--- config.mk ---
export PLATFORM = sky130hd
export DESIGN_NAME = cms_selector
export DESIGN_NICKNAME = d
export VERILOG_FILES = /design/src/cms_pkg.sv /design/src/cms_selector.sv /design/src/cms_vf_router.sv
export SDC_FILE = /design/constraint.sdc
export NUM_CORES = 2
export LEC_CHECK = 0
export BUFFER_PORTS_ARGS = -buffer_cell sky130_fd_sc_hd__buf_4
export CORE_MARGIN = 5
export CORE_UTILIZATION = 48
export DETAILED_ROUTE_END_ITERATION = 16
export PLACE_DENSITY = 0.69
export RECOVER_POWER = 50
export SLEW_MARGIN = 20
export SYNTH_ARGS = -nofsm -noshare
export SYNTH_HDL_FRONTEND = slang
export SYNTH_SLANG_ARGS = --single-unit
--- constraint.sdc ---
create_clock -name clk_in -period 8.6 [get_ports clk_in]
set_input_delay 0 -clock clk_in [delete_from_list [all_inputs] [get_ports clk_in]]
set_output_delay 0 -clock clk_in [all_outputs]
set_load 0.05 [all_outputs]
--- src/cms_pkg.sv ---
// Constants and types shared by the control method selector
// Operation
// - A motor capacity from 0.1 to 15 kW is accepted, and 9999 means none is given, which gives V/F control.
// - A pole count of 2, 4, 6, 8 or 10 is accepted, and 9999 means none is given, which gives V/F control.
// - With both motor settings given, code 20 selects advanced flux vector, code 30 general-purpose flux vector, and 20 is the reset value.
// - If capacity or pole count holds 9999, V/F control is chosen whatever the method code is.
// - After reset V/F control is chosen because both motor settings start out unspecified.
// - While the switchover input is active and the drive is stopped, any flux vector method is replaced by V/F control.
// - The switchover function comes from an input terminal only when its function setting is 18.
// - When the switchover input asks for V/F, the second parameter set is chosen on the same edge as V/F control, two edges after the terminal level.
// - While running, the method never changes between V/F and flux vector, and a switchover only picks the second set.
// - In V/F control the voltage command is the output frequency times a fixed ratio.
// - In flux vector control the current is split into excitation and torque parts and the voltage is compensated by the torque part.
package cms_pkg;
  // Settings in 0.1 kW units for capacity, plain numbers otherwise
  localparam logic [15:0] CMS_UNSPEC     = 16'h270f; // 9999
  localparam logic [15:0] CMS_CAP_MIN    = 16'h0001; // 0.1 kW
  localparam logic [15:0] CMS_CAP_MAX    = 16'h0096; // 15.0 kW
  localparam logic [15:0] CMS_CODE_ADV   = 16'h0014; // 20
  localparam logic [15:0] CMS_CODE_GP    = 16'h001e; // 30
  localparam logic [15:0] CMS_POLE_MAX   = 16'h000a; // 10 poles
  localparam logic [7:0]  CMS_FUNC_VF    = 8'h12;    // 18
  localparam int          CMS_NUM_TERM   = 7;
  // Setting select codes for the write port
  localparam logic [1:0]  CMS_SEL_CAP    = 2'h0;
  localparam logic [1:0]  CMS_SEL_POLE   = 2'h1;
  localparam logic [1:0]  CMS_SEL_CODE   = 2'h2;
  // Fixed point positions
  localparam int          CMS_GAIN_FRAC  = 8;      // Q8 gains
  localparam int          CMS_TRIG_FRAC  = 14;     // Q14 sine/cosine

  typedef enum logic [1:0] {
    CMS_VF  = 2'b00,
    CMS_ADV = 2'b01,
    CMS_GP  = 2'b10
  } cms_method_e;
endpackage

--- src/cms_selector.sv ---
// Control method selector with V/F and flux vector command paths
`timescale 1ns/10ps
module cms_selector
  import cms_pkg::*;
(
  input  wire logic                      clk_in,        // 200 MHz clock
  input  wire logic                      reset_in,      // Sync reset
  input  wire logic                      setting_wr_in, // Setting write
  input  wire logic [1:0]                setting_sel_in, // Setting select
  input  wire logic [15:0]               setting_data_in, // Setting value
  input  wire logic                      run_in,        // Drive running
  input  wire logic [CMS_NUM_TERM-1:0]   term_level_in, // Terminal levels
  input  wire logic [CMS_NUM_TERM*8-1:0] term_func_in,  // Terminal funcs
  input  wire logic [15:0]               freq_in,       // Output frequency
  input  wire logic [15:0]               vf_gain_in,    // V/F ratio, Q8
  input  wire logic signed [15:0]        cur_a_in,      // Current alpha
  input  wire logic signed [15:0]        cur_b_in,      // Current beta
  input  wire logic signed [15:0]        cos_in,        // Flux cos, Q14
  input  wire logic signed [15:0]        sin_in,        // Flux sin, Q14
  input  wire logic signed [15:0]        comp_gain_in,  // Comp gain, Q8
  output cms_method_e                    method_out,    // Effective method
  output logic                           second_func_out, // Second set
  output logic                           setting_err_out, // Bad write
  output logic [15:0]                    volt_cmd_out,  // Voltage command
  output logic signed [15:0]             exc_cur_out,   // Excitation part
  output logic signed [15:0]             trq_cur_out    // Torque part
);
  logic [15:0]        capacity;
  logic [15:0]        poles;
  logic [15:0]        method_code;
  logic               vf_req;
  logic               wr_ok;
  cms_method_e        next_method;
  logic [31:0]        vf_prod;
  logic signed [31:0] p_ac;
  logic signed [31:0] p_bs;
  logic signed [31:0] p_as;
  logic signed [31:0] p_bc;
  logic signed [32:0] next_exc;
  logic signed [32:0] next_trq;
  logic signed [31:0] comp_prod;
  logic signed [17:0] next_volt;

  // Capacity or pole count left unspecified
  function automatic logic is_unspec(input logic [15:0] v);
    return v == CMS_UNSPEC;
  endfunction

  // Clamp a signed sum onto the unsigned voltage range
  function automatic logic [15:0] sat_volt(input logic signed [17:0] v);
    if (v < 0)
      return 16'h0000;
    else if (v > 18'sh0ffff)
      return 16'hffff;
    else
      return v[15:0];
  endfunction

  cms_vf_router u_router (
    .clk_in        (clk_in),
    .reset_in      (reset_in),
    .term_level_in (term_level_in),
    .term_func_in  (term_func_in),
    .vf_req_out    (vf_req)
  );

  // Range check; out of range writes are dropped, not clipped
  always_comb
  begin
    case (setting_sel_in)
      CMS_SEL_CAP:
        wr_ok = is_unspec(setting_data_in) ||
                (setting_data_in >= CMS_CAP_MIN &&
                 setting_data_in <= CMS_CAP_MAX);
      CMS_SEL_POLE:
        wr_ok = is_unspec(setting_data_in) ||
                (setting_data_in != 16'h0000 && !setting_data_in[0] &&
                 setting_data_in <= CMS_POLE_MAX);
      CMS_SEL_CODE:
        wr_ok = setting_data_in == CMS_CODE_ADV ||
                setting_data_in == CMS_CODE_GP;
      default:
        wr_ok = 1'b0;
    endcase
  end

  // Stored settings, defaults leave the motor unspecified
  always_ff @(posedge clk_in)
  begin
    if (reset_in)
    begin
      capacity    <= CMS_UNSPEC;
      poles       <= CMS_UNSPEC;
      method_code <= CMS_CODE_ADV;
    end
    else if (setting_wr_in && wr_ok)
    begin
      case (setting_sel_in)
        CMS_SEL_CAP:  capacity    <= setting_data_in;
        CMS_SEL_POLE: poles       <= setting_data_in;
        CMS_SEL_CODE: method_code <= setting_data_in;
        default:      capacity    <= capacity;
      endcase
    end
  end

  // Rejected write flag, one cycle per refused write
  always_ff @(posedge clk_in)
  begin
    if (reset_in)
      setting_err_out <= 1'b0;
    else
      setting_err_out <= setting_wr_in && !wr_ok;
  end

  // Method decode; unspecified motor or switchover wins over the code
  always_comb
  begin
    if (is_unspec(capacity) || is_unspec(poles))
      next_method = CMS_VF;
    else if (vf_req)
      next_method = CMS_VF;
    else if (method_code == CMS_CODE_GP)
      next_method = CMS_GP;
    else
      next_method = CMS_ADV;
  end

  // Method frozen while running so the motor model is never swapped live
  always_ff @(posedge clk_in)
  begin
    if (reset_in)
      method_out <= CMS_VF;
    else if (!run_in)
      method_out <= next_method;
  end

  // Second set follows the switchover even while running
  always_ff @(posedge clk_in)
  begin
    if (reset_in)
      second_func_out <= 1'b0;
    else
      second_func_out <= vf_req;
  end

  // Products; frequency times ratio and the rotation into flux axes
  assign vf_prod   = freq_in * vf_gain_in;
  assign p_ac      = cur_a_in * cos_in;
  assign p_bs      = cur_b_in * sin_in;
  assign p_as      = cur_a_in * sin_in;
  assign p_bc      = cur_b_in * cos_in;
  assign next_exc  = {p_ac[31], p_ac} + {p_bs[31], p_bs};
  assign next_trq  = {p_bc[31], p_bc} - {p_as[31], p_as};
  assign comp_prod = trq_cur_out * comp_gain_in;
  assign next_volt = $signed({2'b00, vf_prod[CMS_GAIN_FRAC +: 16]}) +
                     $signed({{2{comp_prod[31]}},
                              comp_prod[CMS_GAIN_FRAC +: 16]});

  // Current split; Q14 trig keeps one extra bit of headroom
  always_ff @(posedge clk_in)
  begin
    if (reset_in)
    begin
      exc_cur_out <= 16'sh0000;
      trq_cur_out <= 16'sh0000;
    end
    else
    begin
      exc_cur_out <= next_exc[CMS_TRIG_FRAC +: 16];
      trq_cur_out <= next_trq[CMS_TRIG_FRAC +: 16];
    end
  end

  // Voltage command; compensation only outside V/F
  always_ff @(posedge clk_in)
  begin
    if (reset_in)
      volt_cmd_out <= 16'h0000;
    else if (method_out == CMS_VF)
      volt_cmd_out <= vf_prod[CMS_GAIN_FRAC +: 16];
    else
      volt_cmd_out <= sat_volt(next_volt);
  end

  // Helper for checks: switchover level straight from the terminals
  logic sw_now;
  always_comb
  begin
    sw_now = 1'b0;
    for (int i = 0; i < CMS_NUM_TERM; i++)
    begin
      if (term_func_in[i*8 +: 8] == CMS_FUNC_VF && term_level_in[i])
        sw_now = 1'b1;
    end
  end
endmodule // cms_selector

--- src/cms_vf_router.sv ---
// Routes the V/F switchover function from the assigned input terminals
`timescale 1ns/10ps
module cms_vf_router
  import cms_pkg::*;
(
  input  wire logic                        clk_in,       // System clock
  input  wire logic                        reset_in,     // Sync reset
  input  wire logic [CMS_NUM_TERM-1:0]     term_level_in, // Terminal levels
  input  wire logic [CMS_NUM_TERM*8-1:0]   term_func_in, // Function codes
  output logic                             vf_req_out    // Switchover active
);
  logic next_req;

  // Any terminal assigned to switchover and active raises the request
  always_comb
  begin
    next_req = 1'b0;
    for (int i = 0; i < CMS_NUM_TERM; i++)
    begin
      if (term_func_in[i*8 +: 8] == CMS_FUNC_VF && term_level_in[i])
      begin
        next_req = 1'b1;
      end
    end
  end

  // Registered so the method and parameter set see one common edge
  always_ff @(posedge clk_in)
  begin
    if (reset_in)
      vf_req_out <= 1'b0;
    else
      vf_req_out <= next_req;
  end
endmodule // cms_vf_router

### Word-level counts from Yosys, hierarchy flattened

Cells that the tools add are included.

* equal/unequal tests: 15
* mux-type cells: 14
* reduce and logical (&&, ||, !) cells: 24
* magnitude comparators: 5
* multiply operators: 6
* add/subtract/negate cells: 3

Operators with widths (number)
* multiplier 16 x 16 -> 30 bit: 4
* equality test 8 x 5 -> 1 bit, second input constant: 7
* equality test 16 x 14 -> 1 bit, second input constant: 3
* equality test 16 x 5 -> 1 bit, second input constant: 3
* 2-to-1 mux 16 bit: 3
* multiplier 16 x 16 -> 32 bit: 1
* adder 30 bit: 1
* subtractor 30 bit: 1
* multiplier 16 x 16 -> 24 bit: 1
* adder 17 x 17 -> 18 bit: 1
* > comparator 18 x 17 -> 1 bit, second input constant: 1
* less-than comparator 18 x 1 -> 1 bit, second input constant: 1
* >= comparator 16 x 1 -> 1 bit, second input constant: 1
* less-or-equal comparator 16 x 4 -> 1 bit, second input constant: 1
* less-or-equal comparator 16 x 8 -> 1 bit, second input constant: 1
* nonzero test 16 bit: 1
* logical AND 1 bit: 12
* 2-to-1 mux 1 bit: 7
* 2-to-1 mux 2 bit: 3
* AND reduction 2 bit: 3
* zero test 2 bit: 2
* logical OR 1 bit: 4
* case mux 1 bit (3 select lines): 1
* equality test 2 x 1 -> 1 bit, second input constant: 1
* other kinds (2): 3

* output and inout port bits: 52
* input bits: 197
* word-level logic and storage cells: 77
* bits in registers: 101

### Longest topological paths before layout

* word-level depth: 9
* mapped depth: 34
* gate-level depth less buffers: 31

### Cells and area by module

Synthesis repeated with hierarchy kept, for this count alone.

* cell total of the unflattened synthesis: 6084
* area total of the unflattened synthesis: 56749.4 um^2

Modules (own cells, without submodules)
* cms_selector: times used 1, cells each 6060, area each 56523.0 um^2, seq. area each 2001.9 um^2
* cms_vf_router: times used 1, cells each 24, area each 226.5 um^2, seq. area each 20.0 um^2

### Least setup slack after synthesis

No wires, ideal clock.

* path kind: register -> register
* from: register trq_cur_out[11]
* to: register volt_cmd_out[14]
* period minus slack after synthesis: 8.006 ns
* setup time: 0.126 ns
* path slack: 0.594 ns
* stages on the path, launching flop included: 30
* path buffers: 2
* arrival: 7.879 ns
* required time: 8.474 ns
* path through: dfxtp_1 clkbuf_1 nand2_1 fa_1 fa_1 fa_1 inv_1 fa_1 fa_1 inv_1 fa_1 inv_1 ha_1 nand2_1 a21oi_1 o21ai_0 a31oi_1 o21ai_0 a21boi_0 nor2_1 ha_1 or4_1 o211a_1 a21oi_2 o2111ai_1 a21o_1 a2111oi_0 or3_1 buf_2 o2bb2ai_1

* cells in the longest elaborated chain, start to end: 6
* elaborated cells on any way between the ends: 7
* those cells by class: add/sub (1); mul (1); order compare (2); mux (3)

RTL lines
* start: declaration: line cms_selector.sv:26 `output logic signed [15:0] trq_cur_out`
* start signal: assignment: line cms_selector.sv:171 `trq_cur_out <= next_trq[CMS_TRIG_FRAC +: 16];`
* multiplier 16 x 16 -> 32 bit (*): line cms_selector.sv:155 `assign comp_prod = trq_cur_out * comp_gain_in;`
* adder 17 x 17 -> 18 bit (*): line cms_selector.sv:156 `assign next_volt = $signed({2'b00, vf_prod[CMS_GAIN_FRAC +: 16]}) +`
* > comparator 18 x 17 -> 1 bit: line cms_selector.sv:53 `else if (v > 18'sh0ffff)`
* 2-to-1 mux 16 bit: line cms_selector.sv:53
* 2-to-1 mux 16 bit (*): line cms_selector.sv:51 `if (v < 0)`
* 2-to-1 mux 16 bit (*): line cms_selector.sv:180 `else if (method_out == CMS_VF)`
* end signal: assignment: line cms_selector.sv:181 `volt_cmd_out <= vf_prod[CMS_GAIN_FRAC +: 16];`
* end signal: assignment: line cms_selector.sv:183 `volt_cmd_out <= sat_volt(next_volt);`
* end: declaration: line cms_selector.sv:24 `output logic [15:0] volt_cmd_out,`

Mark *: on every way between the ends. The rest lies on a longest branch, timed or not.
A chain may end at the register's enable or synchronous reset.

### Final worst setup path

* from: register trq_cur_out[6]
* to: register volt_cmd_out[14]

Same word-level chain as after synthesis.

==> run_results.csv <==
group,metric,value,unit
clock_tree,numCtsBuffers,9,
placement,placed_cell_area,0.05979,sq mm
clock_tree,clock_sinks,101,
timing,slew_headroom,0.3256,
logic_synthesis,syn_area,0.05672,sq mm
layout,finalInstanceArea,0.06009,sq mm
floorplan,dieArea,0.1251,sq mm
logic_synthesis,ys_seq_elements,101,
logic_synthesis,yosysSeqAreaShare,0.03565,
clock_tree,clock_latency,0.40,ns
timing,clock_skew,0.01213,ns
layout,drive_gt1_frac,0.04547,
logic_synthesis,netlist_instances,6107,
logic_synthesis,yosys_most_used_dff,"dfxtp_1",
setup_path,rrSetupSlack,0.52,ns
detailed_routing,ant_nets,0,
placement,portBuffers,248,
timing,fin_crit,8.084,ns
detailed_routing,viasPerCell,5.123,
timing,timing.hold.ws,0.06483,ns
detailed_routing,wl_per_cell,17.92,um
global_route,grt_pass1_vias,45220,
logic_synthesis,yosysUniqueCellTypes,69,
timing,finalHoldViolations,0,
logic_synthesis,syn_nets,8265,
setup_path,r2r-start,"trq_cur_out[6]",
detailed_routing,firstDrtPassIters,7,
logic_synthesis,async_reset_ff_frac,0,
layout,synthToLayoutAreaGrowth,5.943,%
clock_tree,cts-root-buf,"clkbuf_16",
setup_path,worstPathArrival,8.37,ns
worst_hold_path,holdPathEnd,"u_router.vf_req_out",
timing,max_clock_freq,123.7,MHz
floorplan,fp.dieW,353.7,um
setup_path,cpMaxStageDelayCell,"or4_1",
setup_path,r2r_end,"volt_cmd_out[14]",
floorplan,rows,126,
setup_path,path_common_cell,"fa_1",
timing,setup_viol,0,
floorplan,start_util,0.4816,
setup_path,end_kind,"flip-flop",
timing,final-max-slew-violation-count,0,
detailed_routing,route.detailed.drc,0,
timing,rsz0062_at_grt,"false",
timing,timing.setup.tns,0,ns
clock_tree,max-clock-path-buffers,2,
worst_hold_path,hold_class,"in2reg",
floorplan,core-area,0.1178,sq mm
placement,place_hpwl,117.7,mm
setup_path,critPathKind,"reg2reg",
logic_synthesis,synth_edf_count,0,
timing,worstMarginPinSlew,1.005,ns
global_route,antenna_found_initial,15,
logic_synthesis,avgSynthCellArea,9.287,sq um
clock_tree,path_clk_slew,0.09,ns
worst_hold_path,hp-start,"term_func_in[32]",
clock_tree,tritoncts,"built",
setup_path,cp_slowest_stage_delay,0.56,ns
setup_path,startpoint_type,"flip-flop",
setup_path,r2r_cells,28,
global_route,grt_pass1_wl,233.5,mm
timing,period_share,0.9400,
setup_path,cp_max_fo,15,
run,drv_cap,0,
run_status,status,"finished, final reports clean",
floorplan,ios,249,
floorplan,die_y,353.7,um
global_route,grt-ovfl-total,0,
global_route,grt_max_degree,59,
logic_synthesis,yosys_warnings,0,
placement,place_congestion,0.8605,
global_route,grtUsageTotal,0.2310,
clock_tree,cts_max_level,3,
detailed_routing,routed-via-count,39450,
worst_hold_path,min_path_cells,4,
setup_path,crit_required,8.88,ns
layout,final_nets,8311,
detailed_routing,drtIter0Drc,1819,
detailed_routing,routed_wirelength,138.0,mm
-- worst max-delay path: cells and delay by family (launching register included) --
kind / cells / cell delay [ns]
AOI/OAI and AO/OA: 11 / 2.44
adders and majority gates: 8 / 3.31
DFF: 1 / 0.51
and+or+nand+nor: 4 / 0.91
buffers and inverters: 5 / 0.79
-- stage by stage --
step | setup slack [ns] | cells | util
2_1_floorplan | 0.5941 | 6107 | -
3_3_place_gp | 0.6369 | 7663 | 0.5077
3_5_place_dp | 0.3865 | 7663 | 0.5077
4_1_cts | 0.3514 | 7694 | 0.5116
5_1_grt | 0.01458 | 7696 | 0.5101
6_report | 0.5161 | 7702 | 0.5102
-- sequential cells by signal, summed over array words and instances (netlist names) --
signal,flops
capacity,16
exc_cur_out,16
method_code,16
poles,16
trq_cur_out,16
volt_cmd_out,16
method_out,2
second_func_out,1
setting_err_out,1
u_router.vf_req_out,1
-- final cells by class --
class                           count  area (sq um)
Fill cell                       10770         57680
Multi-Input combinational cell   4145         47670
Inverter                         1586          5953
Timing Repair Buffer              310          2181
Sequential cell                   101          2024
Tap cell                         1536          1922
Clock buffer                        9         225.2
Clock inverter                      7         86.33
Antenna cell                        8         20.02
-- kinds of logic (layout without fill, tap and decap cells) --
family,Yosys count,in the layout,synth area share
buffers and inverters,1861,1912,0.1238
muxes,7,7,0.001235
adders and majority gates,1961,1961,0.6329
DFF,101,101,0.03565
and+or+nand+nor,1779,1779,0.1536
xor gates and xnor gates,164,164,0.02533
other,0,8,0
AOI/OAI and AO/OA,234,234,0.02753
-- cell usage after synthesis (6+ instances only) --
library cell,count,area (sq um)
inv_1,1585,5949
or3_1,10,62.56
fa_1,1513,30290
o31ai_1,6,45.04
nor2b_1,16,100.1
dfxtp_1,101,2022
xnor2_1,128,1121
nand2b_1,53,331.6
nand4_1,13,81.33
nor4b_1,13,113.9
nand3_1,13,65.06
a21o_1,19,142.6
clkbuf_1,263,987.2
o2bb2ai_1,11,96.34
nor4_1,10,62.56
ha_1,448,5605
nor2_1,117,439.2
xor2_1,36,315.3
a21oi_1,70,350.3
mux2i_1,7,70.07
nand2_1,873,3277
o21a_1,12,90.09
a31oi_1,7,43.79
o21bai_1,10,75.07
o21ai_0,38,190.2
a211o_1,10,87.58
nor3_1,17,85.08
a211oi_1,11,82.58
and2_1,607,3797
-- worst max path at each step --
stage	cells after the start	startpoint	slack (ns)	end
floorplan	29	trq_cur_out[11]	0.59	volt_cmd_out[14]
global placement	28	trq_cur_out[8]	0.64	volt_cmd_out[0]
detailed placement	27	trq_cur_out[2]	0.39	volt_cmd_out[8]
CTS	27	trq_cur_out[2]	0.35	volt_cmd_out[0]
global route	28	trq_cur_out[1]	0.01	volt_cmd_out[14]
finish	28	trq_cur_out[6]	0.52	volt_cmd_out[14]
-- cells in the final DEF, fill, tap and decap left out, types with 12 or more instances in the layout --
| cell type | count |
|---|---|
| inv_1 | 1585 |
| fa_1 | 1513 |
| nand2_1 | 873 |
| and2_1 | 600 |
| ha_1 | 448 |
| buf_4 | 245 |
| xnor2_1 | 128 |
| nor2_1 | 117 |
| dfxtp_1 | 99 |
| a21oi_1 | 70 |
| nand2b_1 | 53 |
| clkbuf_1 | 49 |
| o21ai_0 | 40 |
| xor2_1 | 36 |
| a21o_1 | 19 |
| nor3_1 | 17 |
| nor2b_1 | 16 |
| dlygate4sd3_1 | 15 |
| nand3_1 | 13 |
| nand4_1 | 13 |
| nor4b_1 | 13 |
| o21a_1 | 12 |
-- routing by layer --
layer | global-route usage | up-vias | share of wire
met5 | 0 | - | 0.00048
met4 | 0.05507 | 10 | 0.025
met3 | 0.03673 | 243 | 0.057
met2 | 0.4201 | 1025 | 0.52
met1 | 0.2891 | 20620 | 0.40
li1 | - | 17560 | -
-- repair_timing --
| action | 4_1_cts | 5_1_grt |
|---|---|---|
| setup buffers | 0 | 0 |
| hold buffers | 15 | 0 |
| resized for setup | 0 | 6 |
| endpoints found under the setup margin | 0 | 16 |
| hold endpoints to repair | 26 | 0 |
Power is left out: the tool's default activity adds up to more than one toggle a clock period on the data nets, which glitch-free logic cannot reach.
